$ cat src/logic/uhped_pkg.sv
package uhped_pkg;

  // register offsets on the plain register port
  localparam logic [3:0] ADDR_NEGO_LOW     = 4'h0;  // negotiation_control_low
  localparam logic [3:0] ADDR_NEGO_HIGH    = 4'h1;  // negotiation_control_high
  localparam logic [3:0] ADDR_HOST_STATUS  = 4'h2;  // host_event_status
  localparam logic [3:0] ADDR_PORT_STATUS  = 4'h3;  // port_event_status
  localparam logic [3:0] ADDR_HOST_MASK    = 4'h4;
  localparam logic [3:0] ADDR_PORT_MASK    = 4'h5;
  localparam logic [3:0] ADDR_PORT_STATE   = 4'h6;  // read-only state view

  // negotiation_control_low fields
  localparam int CANCEL_BIT = 7;
  localparam int REQ_MSB    = 2;
  // negotiation_control_high fields
  localparam int RWK_EN_BIT = 0;
  // host_event_status fields
  localparam int BUS_POWER_ERROR_FLAG_BIT = 0;
  // port_event_status fields
  localparam int DISCON_BIT  = 0;
  localparam int RMTWK_BIT   = 1;
  localparam int RESCMP_BIT  = 2;

  // state_change_request codes
  localparam logic [2:0] REQ_NONE        = 3'h0;
  localparam logic [2:0] REQ_IDLE        = 3'h1;
  localparam logic [2:0] REQ_WAIT_CONN   = 3'h2;
  localparam logic [2:0] REQ_DISABLED    = 3'h3;
  localparam logic [2:0] REQ_OPERATIONAL = 3'h4;
  localparam logic [2:0] REQ_SUSPEND     = 3'h5;
  localparam logic [2:0] REQ_RESUME      = 3'h6;

  // reset values
  localparam logic [7:0] NEGO_LOW_RST  = 8'h00;
  localparam logic [7:0] NEGO_HIGH_RST = 8'h00;
  localparam logic [7:0] MASK_RST      = 8'h00;

  // line states
  localparam logic [1:0] LINE_SE0 = 2'h0;
  localparam logic [1:0] LINE_J   = 2'h1;
  localparam logic [1:0] LINE_K   = 2'h2;

  // timing
  localparam int CLK_MHZ         = 100;
  localparam int CANCEL_CYC      = 6;      // stop processing latency
  localparam int FILT_NS         = 2500;   // 2.5 us line filter, strictly longer
  localparam int FILT_CYC        = (FILT_NS * CLK_MHZ + 999) / 1000 + 1;
  localparam int RESUME_K_US     = 20000;  // resume K duration, 20 ms
  localparam int RESUME_K_CYC    = RESUME_K_US * CLK_MHZ;
  localparam int HS_DISCON_COUNT = 3;

  typedef enum logic [2:0] {
    UHPED_IDLE,
    UHPED_WAIT_CONNECT,
    UHPED_DISABLED,
    UHPED_OPERATIONAL,
    UHPED_SUSPEND,
    UHPED_RESUME
  } uhped_state_t;

endpackage

$ cat src/logic/uhped_top.sv
// What this block does
// - falling edge on power_switch_fault_in sets bus_power_error_flag at once
// - state_change_cancel clears itself after about six clocks of stop processing
// - idle request enters IDLE and drops bus_power_enable_out
// - disconnect watched only in DISABLED, OPERATIONAL or SUSPEND
// - high-speed disconnect checked only in OPERATIONAL
// - high-speed disconnect flagged after three consecutive bad microframe EOP samples
// - full/low-speed disconnect flagged after SE0 lasts beyond 2.5 us
// - remote wakeup watched only in SUSPEND with receive enable set
// - wakeup flagged once device K lasts beyond 2.5 us
// - host drives resume K only once firmware writes a RESUME request in SUSPEND
// - RESUME drives K, restores speed, returns to operation, flags completion
//
// The implementer's own choices: the register offsets and the address-and-strobe port.
module uhped_top
(
  input  wire logic       mclk,
  input  wire logic       rst_b,
  input  wire logic [3:0] reg_addr,
  input  wire logic [7:0] reg_wdata,
  input  wire logic       reg_wr,
  input  wire logic       reg_rd,
  output logic      [7:0] reg_rdata,
  input  wire logic       power_switch_fault_in,
  output logic            bus_power_enable_out,
  input  wire logic [1:0] line_state,
  input  wire logic       hs_mode,
  input  wire logic       hs_eop_sample,
  input  wire logic       hs_eop_discon,
  output logic            drive_resume_k,
  output logic            restore_hs,
  output logic            irq
);
  typedef struct packed
  {
    uhped_pkg::uhped_state_t state;
    logic                    cancel;
    logic [2:0]              cancel_cnt;
    logic                    rwk_en;
    logic                    fault_d;
    logic                    hs_before;
    logic [1:0]              hs_bad;
    logic [24:0]             res_cnt;
    logic                    bus_power_error_flag;
    logic                    discon;
    logic                    rmtwk;
    logic                    rescmp;
    logic                    host_mask;
    logic [2:0]              port_mask;
    logic [7:0]              rdata;
  } uhped_top_t;

  uhped_top_t q_r;
  uhped_top_t q_nxt;
  logic       fs_discon_done;
  logic       wake_done;
  logic       fs_discon_cond;
  logic       wake_cond;
  logic       discon_window;
  logic       hs_discon_evt;
  logic       wr_low;
  logic [2:0] req;

  // disconnect window: FS/LS in three states, HS only while operational
  always_comb
  begin
    discon_window = (q_r.state == uhped_pkg::UHPED_DISABLED)
                 || (q_r.state == uhped_pkg::UHPED_OPERATIONAL)
                 || (q_r.state == uhped_pkg::UHPED_SUSPEND);
    fs_discon_cond = discon_window && !hs_mode && (line_state == uhped_pkg::LINE_SE0);
    wake_cond = (q_r.state == uhped_pkg::UHPED_SUSPEND) && q_r.rwk_en
             && (line_state == uhped_pkg::LINE_K);
    hs_discon_evt = (q_r.state == uhped_pkg::UHPED_OPERATIONAL) && hs_mode && hs_eop_sample
                 && hs_eop_discon && (q_r.hs_bad == 2'(uhped_pkg::HS_DISCON_COUNT - 1));
  end

  uhped_filter u_fs_discon
  (
    .mclk  (mclk),
    .rst_b (rst_b),
    .cond  (fs_discon_cond),
    .done  (fs_discon_done)
  );

  uhped_filter u_wake
  (
    .mclk  (mclk),
    .rst_b (rst_b),
    .cond  (wake_cond),
    .done  (wake_done)
  );

  assign wr_low = reg_wr && (reg_addr == uhped_pkg::ADDR_NEGO_LOW);
  assign req    = reg_wdata[uhped_pkg::REQ_MSB:0];

  // next state: register writes, state changes, event capture
  always_comb
  begin
    q_nxt = q_r;

    // sticky flags: write one clears, a same-cycle event still sets
    if (reg_wr && reg_addr == uhped_pkg::ADDR_HOST_STATUS && reg_wdata[uhped_pkg::BUS_POWER_ERROR_FLAG_BIT])
      q_nxt.bus_power_error_flag = 1'b0;
    if (reg_wr && reg_addr == uhped_pkg::ADDR_PORT_STATUS)
    begin
      if (reg_wdata[uhped_pkg::DISCON_BIT])
        q_nxt.discon = 1'b0;
      if (reg_wdata[uhped_pkg::RMTWK_BIT])
        q_nxt.rmtwk = 1'b0;
      if (reg_wdata[uhped_pkg::RESCMP_BIT])
        q_nxt.rescmp = 1'b0;
    end
    if (reg_wr && reg_addr == uhped_pkg::ADDR_NEGO_HIGH)
      q_nxt.rwk_en = reg_wdata[uhped_pkg::RWK_EN_BIT];
    if (reg_wr && reg_addr == uhped_pkg::ADDR_HOST_MASK)
      q_nxt.host_mask = reg_wdata[0];
    if (reg_wr && reg_addr == uhped_pkg::ADDR_PORT_MASK)
      q_nxt.port_mask = reg_wdata[2:0];

    // fault pin is active low; only the falling edge counts
    q_nxt.fault_d = power_switch_fault_in;
    if (q_r.fault_d && !power_switch_fault_in)
      q_nxt.bus_power_error_flag = 1'b1;

    // cancel self-clears after the stop latency; requests are ignored meanwhile
    if (q_r.cancel)
    begin
      if (q_r.cancel_cnt == 3'(uhped_pkg::CANCEL_CYC - 1))
      begin
        q_nxt.cancel     = 1'b0;
        q_nxt.cancel_cnt = 3'h0;
      end
      else
        q_nxt.cancel_cnt = q_r.cancel_cnt + 3'h1;
    end
    else if (wr_low && reg_wdata[uhped_pkg::CANCEL_BIT])
    begin
      q_nxt.cancel     = 1'b1;
      q_nxt.cancel_cnt = 3'h0;
      q_nxt.res_cnt    = '0;
    end
    else if (wr_low)
    begin
      unique case (req)
        uhped_pkg::REQ_IDLE:        q_nxt.state = uhped_pkg::UHPED_IDLE;
        uhped_pkg::REQ_WAIT_CONN:   q_nxt.state = uhped_pkg::UHPED_WAIT_CONNECT;
        uhped_pkg::REQ_DISABLED:    q_nxt.state = uhped_pkg::UHPED_DISABLED;
        uhped_pkg::REQ_OPERATIONAL: q_nxt.state = uhped_pkg::UHPED_OPERATIONAL;
        uhped_pkg::REQ_SUSPEND:
        begin
          q_nxt.state     = uhped_pkg::UHPED_SUSPEND;
          q_nxt.hs_before = hs_mode;
        end
        uhped_pkg::REQ_RESUME:
        begin
          if (q_r.state == uhped_pkg::UHPED_SUSPEND)
          begin
            q_nxt.state   = uhped_pkg::UHPED_RESUME;
            q_nxt.res_cnt = '0;
          end
        end
        default: ;
      endcase
    end

    // resume: hold K for its duration, then back to operation
    if (q_r.state == uhped_pkg::UHPED_RESUME && !q_r.cancel)
    begin
      if (q_r.res_cnt == 25'(uhped_pkg::RESUME_K_CYC - 1))
      begin
        q_nxt.state  = uhped_pkg::UHPED_OPERATIONAL;
        q_nxt.rescmp = 1'b1;
      end
      else
        q_nxt.res_cnt = q_r.res_cnt + 25'h0000001;
    end

    // high-speed samples: a good sample restarts the run of three
    if (q_r.state != uhped_pkg::UHPED_OPERATIONAL || !hs_mode)
      q_nxt.hs_bad = 2'h0;
    else if (hs_eop_sample)
    begin
      if (!hs_eop_discon || hs_discon_evt)
        q_nxt.hs_bad = 2'h0;
      else
        q_nxt.hs_bad = q_r.hs_bad + 2'h1;
    end

    if (hs_discon_evt || fs_discon_done)
      q_nxt.discon = 1'b1;
    if (wake_done)
      q_nxt.rmtwk = 1'b1;

    // read data stands one cycle after the strobe
    q_nxt.rdata = 8'h00;
    if (reg_rd)
    begin
      unique case (reg_addr)
        uhped_pkg::ADDR_NEGO_LOW:    q_nxt.rdata = {q_r.cancel, 7'h00};
        uhped_pkg::ADDR_NEGO_HIGH:   q_nxt.rdata = {7'h00, q_r.rwk_en};
        uhped_pkg::ADDR_HOST_STATUS: q_nxt.rdata = {7'h00, q_r.bus_power_error_flag};
        uhped_pkg::ADDR_PORT_STATUS: q_nxt.rdata = {5'h00, q_r.rescmp, q_r.rmtwk, q_r.discon};
        uhped_pkg::ADDR_HOST_MASK:   q_nxt.rdata = {7'h00, q_r.host_mask};
        uhped_pkg::ADDR_PORT_MASK:   q_nxt.rdata = {5'h00, q_r.port_mask};
        uhped_pkg::ADDR_PORT_STATE:  q_nxt.rdata = {5'h00, q_r.state};
        default:                     q_nxt.rdata = 8'h00;
      endcase
    end
  end

  // state register; reset starts in IDLE with power off
  always_ff @(posedge mclk or negedge rst_b)
  begin
    if (!rst_b)
    begin
      q_r       <= '0;
      q_r.state <= uhped_pkg::UHPED_IDLE;
      q_r.fault_d <= 1'b1;
    end
    else
      q_r <= q_nxt;
  end

  // outputs
  assign reg_rdata            = q_r.rdata;
  assign bus_power_enable_out = (q_r.state != uhped_pkg::UHPED_IDLE);
  assign drive_resume_k       = (q_r.state == uhped_pkg::UHPED_RESUME);
  assign restore_hs           = q_r.hs_before;
  assign irq = (q_r.bus_power_error_flag && q_r.host_mask)
            || |({q_r.rescmp, q_r.rmtwk, q_r.discon} & q_r.port_mask);
endmodule // uhped_top

$ cat src/logic/uhped_filter.sv
// counts how long a condition has held; done pulses once it held FILT_CYC cycles
module uhped_filter
(
  input  wire logic mclk,
  input  wire logic rst_b,
  input  wire logic cond,
  output logic      done
);
  typedef struct packed
  {
    logic [11:0] cnt;
    logic        fired;
  } uhped_flt_t;

  uhped_flt_t q_r;
  uhped_flt_t q_nxt;

  // fire once per continuous run so a long K does not re-raise the flag
  always_comb
  begin
    q_nxt = q_r;
    done  = 1'b0;
    if (!cond)
    begin
      q_nxt.cnt   = 12'h000;
      q_nxt.fired = 1'b0;
    end
    else if (!q_r.fired)
    begin
      if (q_r.cnt == 12'(uhped_pkg::FILT_CYC - 1))
      begin
        done        = 1'b1;
        q_nxt.fired = 1'b1;
      end
      else
        q_nxt.cnt = q_r.cnt + 12'h001;
    end
  end

  always_ff @(posedge mclk or negedge rst_b)
  begin
    if (!rst_b)
      q_r <= '0;
    else
      q_r <= q_nxt;
  end
endmodule // uhped_filter

$ cat config.mk
export PLATFORM = sky130hd
export DESIGN_NAME = uhped_top
export DESIGN_NICKNAME = d
export VERILOG_FILES = /design/src/logic/uhped_pkg.sv /design/src/logic/uhped_top.sv /design/src/logic/uhped_filter.sv
export SDC_FILE = /design/constraint.sdc
export NUM_CORES = 1
export LEC_CHECK = 0
export BUFFER_PORTS_ARGS = -buffer_cell sky130_fd_sc_hd__buf_2
export CORE_MARGIN = 2
export CORE_UTILIZATION = 62
export CTS_BUF_LIST = sky130_fd_sc_hd__clkbuf_8
export CTS_CLUSTER_SIZE = 10
export DETAILED_ROUTE_END_ITERATION = 6
export PLACE_DENSITY = 0.82
export SKIP_CTS_REPAIR_TIMING = 1
export SYNTH_ARGS = -nofsm -noshare
export SYNTH_HDL_FRONTEND = slang
export SYNTH_SLANG_ARGS = --single-unit
$ cat constraint.sdc
create_clock -name mclk -period 2.7 [get_ports mclk]
set_clock_uncertainty 0.2 [all_clocks]
set_input_delay 0.405 -clock mclk [delete_from_list [all_inputs] [get_ports mclk]]
set_output_delay 0.405 -clock mclk [all_outputs]
set_load 0.1 [all_outputs]
==> metrics.md <==
| Metric | Value |
|---|---|
| CTS Buf Count | `9` |
| Initial antenna violation count | `0` |
| Crit path kind | `reg2reg` |
| Synth Register Bits | `75` |
| Placeable Area | `6390 um2` |
| Antenna-violating nets left | `0` |
| Clock Tree Buf Depth | `2` |
| Period utilization | `87.8%` |
| Antenna Diode Count | `0` |
| Post-synth top area share | `between 40% and 50%` |
| First-pass GRT wire length | `15.0 mm` |
| Slew @ Worst Pin | `between 0.6 and 0.7 ns` |
| Gpl congestion | `about 0.87` |
| Clock root buffer | `clkbuf_8` |
| Place WS | `0.228 ns` |
| First DRT Iteration DRCs | `about 340` |
| Post-synth ARST share | `100%` |
| Top-count cell post-synth | `dfrtp_1` |
| Slew HR | `56.8%` |
| Share of cells above drive strength 1 | `between 10% and 20%` |
| Worst EP required | `around 2.7 ns` |
| DPL Wire Length | `6.16 mm` |
| Power Density | `around 650 nW/um2` |
| RSZ-0062 raised after global routing | `no` |
| Hold crit path type | `in2reg` |
| Vias in the first global route | `roughly 3300` |
| Clock-pin slew on the worst setup and hold paths | `0.08 ns` |
| MaxCap Viol Count | `0` |
| 1st-pass router iterations | `5` |
| Row cnt | `29` |
| EDFF count, synth | `0` |
| CP max FO | `6` |
| Mapped Area | `between 4000 and 5000 um2` |
| Largest net degree at the start of global routing | `46` |
| Leak Pwr | `1.95 nW` |
| DIE WIDTH | `roughly 85 um` |
| Total GRT Usage | `between 20% and 30%` |
| Wirelength per Cell | `16.3 um` |
| Unique masters post-synth | `55` |
| Crit path launch type | `flop` |
| Area growth, synth to finish | `10.2%` |
| DIE AREA | `around 7300 um2` |
| Data arrival time of the worst path | `roughly 2.4 ns` |
| Top FF cell, synth | `dfrtp_1` |
| Worst setup margin | `roughly 0.33 ns` |
| H-tree depth | `3` |
| FF-to-FF Start | `q_r[23]$_DFF_PN0_` |
| Die height | `between 80 and 90 um` |
| Fin crit period | `around 2.4 ns` |
| Min-delay src | `hs_mode` |
| Detailed-route DRC error count | `0` |
| Final hold vios | `0` |
| Max Slew Vio Count | `0` |
| Vias/cell | `about 6.2` |
| Run status | `finished clean` |
| CTS tree | `done` |
| IO buf count | `25` |
| Max Fclk | `between 400 and 500 MHz` |
| Gate Count Post-Synth | `between 400 and 500` |
| Avg Cell Area, Syn | `between 9 and 10 um2` |
| Fin nets | `between 400 and 500` |
| Setup crit end kind | `flop` |
| Crit path launch | `q_r[23]$_DFF_PN0_` |
| Boundary Pins | `34` |
| Seq/Total Area, Yosys | `between 40 and 50%` |
| Peak VDD IR | `between 400 and 500 uV` |
| Initial cell density of the core | `64.2%` |
| DRT Wirelength | `about 8.9 mm` |
| Grt ovf | `0` |
| Post-Route Setup TNS | `0 ns` |
| Synth top area cells | `dfrtp_1, o21ai_0, nor2_1` |
| Clock Latency Late Sink | `around 0.35 ns` |
| Largest area contributor in the netlist | `dfrtp_1` |
| Setup Viol. Count Final | `0` |
| Clock sinks | `75` |
| Synthesis warning total | `0` |
| Total number of vias | `3401` |
| Commonest cells in the netlist | `dfrtp_1, nor2_1, nand2_1` |
sequential cells by signal (all words and copies together) (netlist names):
| name | flops |
|---|---|
| q_r | 44 |
| restore_hs | 1 |
| u_wake.q_r | 13 |
| u_fs_discon.q_r | 13 |
| reg_rdata | 4 |
worst paths after layout:
kind,slack (ns),cells past startpoint,endpoint
max,0.33,5,q_r[40]$_DFF_PN0_
min in group asynchronous,0.32,2,reg_rdata[1]$_DFF_PN0_
max in group asynchronous,1.39,3,q_r[52]$_DFF_PN0_
min,0.12,2,restore_hs$_DFFE_PN0P_
max reg2reg,0.33,5,q_r[40]$_DFF_PN0_
min reg2reg,0.30,1,q_r[13]$_DFFE_PN0P_
kinds of logic (layout without fill, tap and decap cells):
family	count (synthesis)	count (layout)	synth area share, %
AND/OR/NAND/NOR	200	200	26.8
multiplexers	14	14	3.63
AO/OA/AOI/OAI	84	84	13.0
XOR/XNOR	23	23	4.91
other	1	4	0.0914
adder cells (fa/ha/maj)	6	6	1.83
flip-flops	75	75	45.8
buffers and inverters	34	62	3.90
routing by layer:
layer	track usage, %	routed length [um]	up-vias
met5	0	0	-
met4	7.65	82	0
met3	6.71	386	10
met2	41.1	4390	91
met1	34.6	4030	1657
li1	-	-	1643
where the power goes:
group	total [mW]	switching (mW)	internal (mW)
logic	0.520	0.326	0.194
clock network	0.916	0.435	0.481
registers	1.49	0.207	1.28
total	2.93	0.967	1.96
area by class of cell:
| cell class | instances | area [um2] |
|---|---|---|
| multi-input cells | 331 | 2080 |
| flip-flops and latches | 75 | 1880 |
| fillers | 482 | 1860 |
| repair buffers | 33 | 205 |
| clock buffers | 11 | 151 |
| well taps | 77 | 96.3 |
| clock inverters | 5 | 60.1 |
| inverters | 13 | 48.8 |
stage by stage:
step | hold slack (ns) | cell area (um2) | total power [mW] | std cells | utilization, %
6_report | 0.117 | 4520 | 2.93 | 545 | 70.8
2_1_floorplan | -0.0906 | 4110 | 1.85 | 440 | -
3_5_place_dp | 0.162 | 4280 | 2.02 | 527 | 67.1
4_1_cts | -0.228 | 4500 | 2.93 | 543 | 70.4
5_1_grt | 0.109 | 4520 | 3.07 | 545 | 70.8
3_3_place_gp | 0.156 | 4280 | 1.99 | 527 | 67.1
worst max-delay path: stages, from the launching register on:
cell     delay, ns
dfrtp_1       0.46
nor4b_1       0.43
nand4_1       0.30
o21ai_0       0.53
nor3_1        0.10
a211o_1       0.24
layout by cell type (no fill, tap or decap), types with 13 or more instances in the layout:
cell type  synthesis  final
dfrtp_1           74     74
nor2_1            43     43
nand2_1           38     38
o21ai_0           35     35
nand3_1           28     28
buf_2              2     24
nand4_1           18     18
xor2_1            18     18
inv_1             13     13
and3_1            13     13
(Power assumes the default switching activity.)
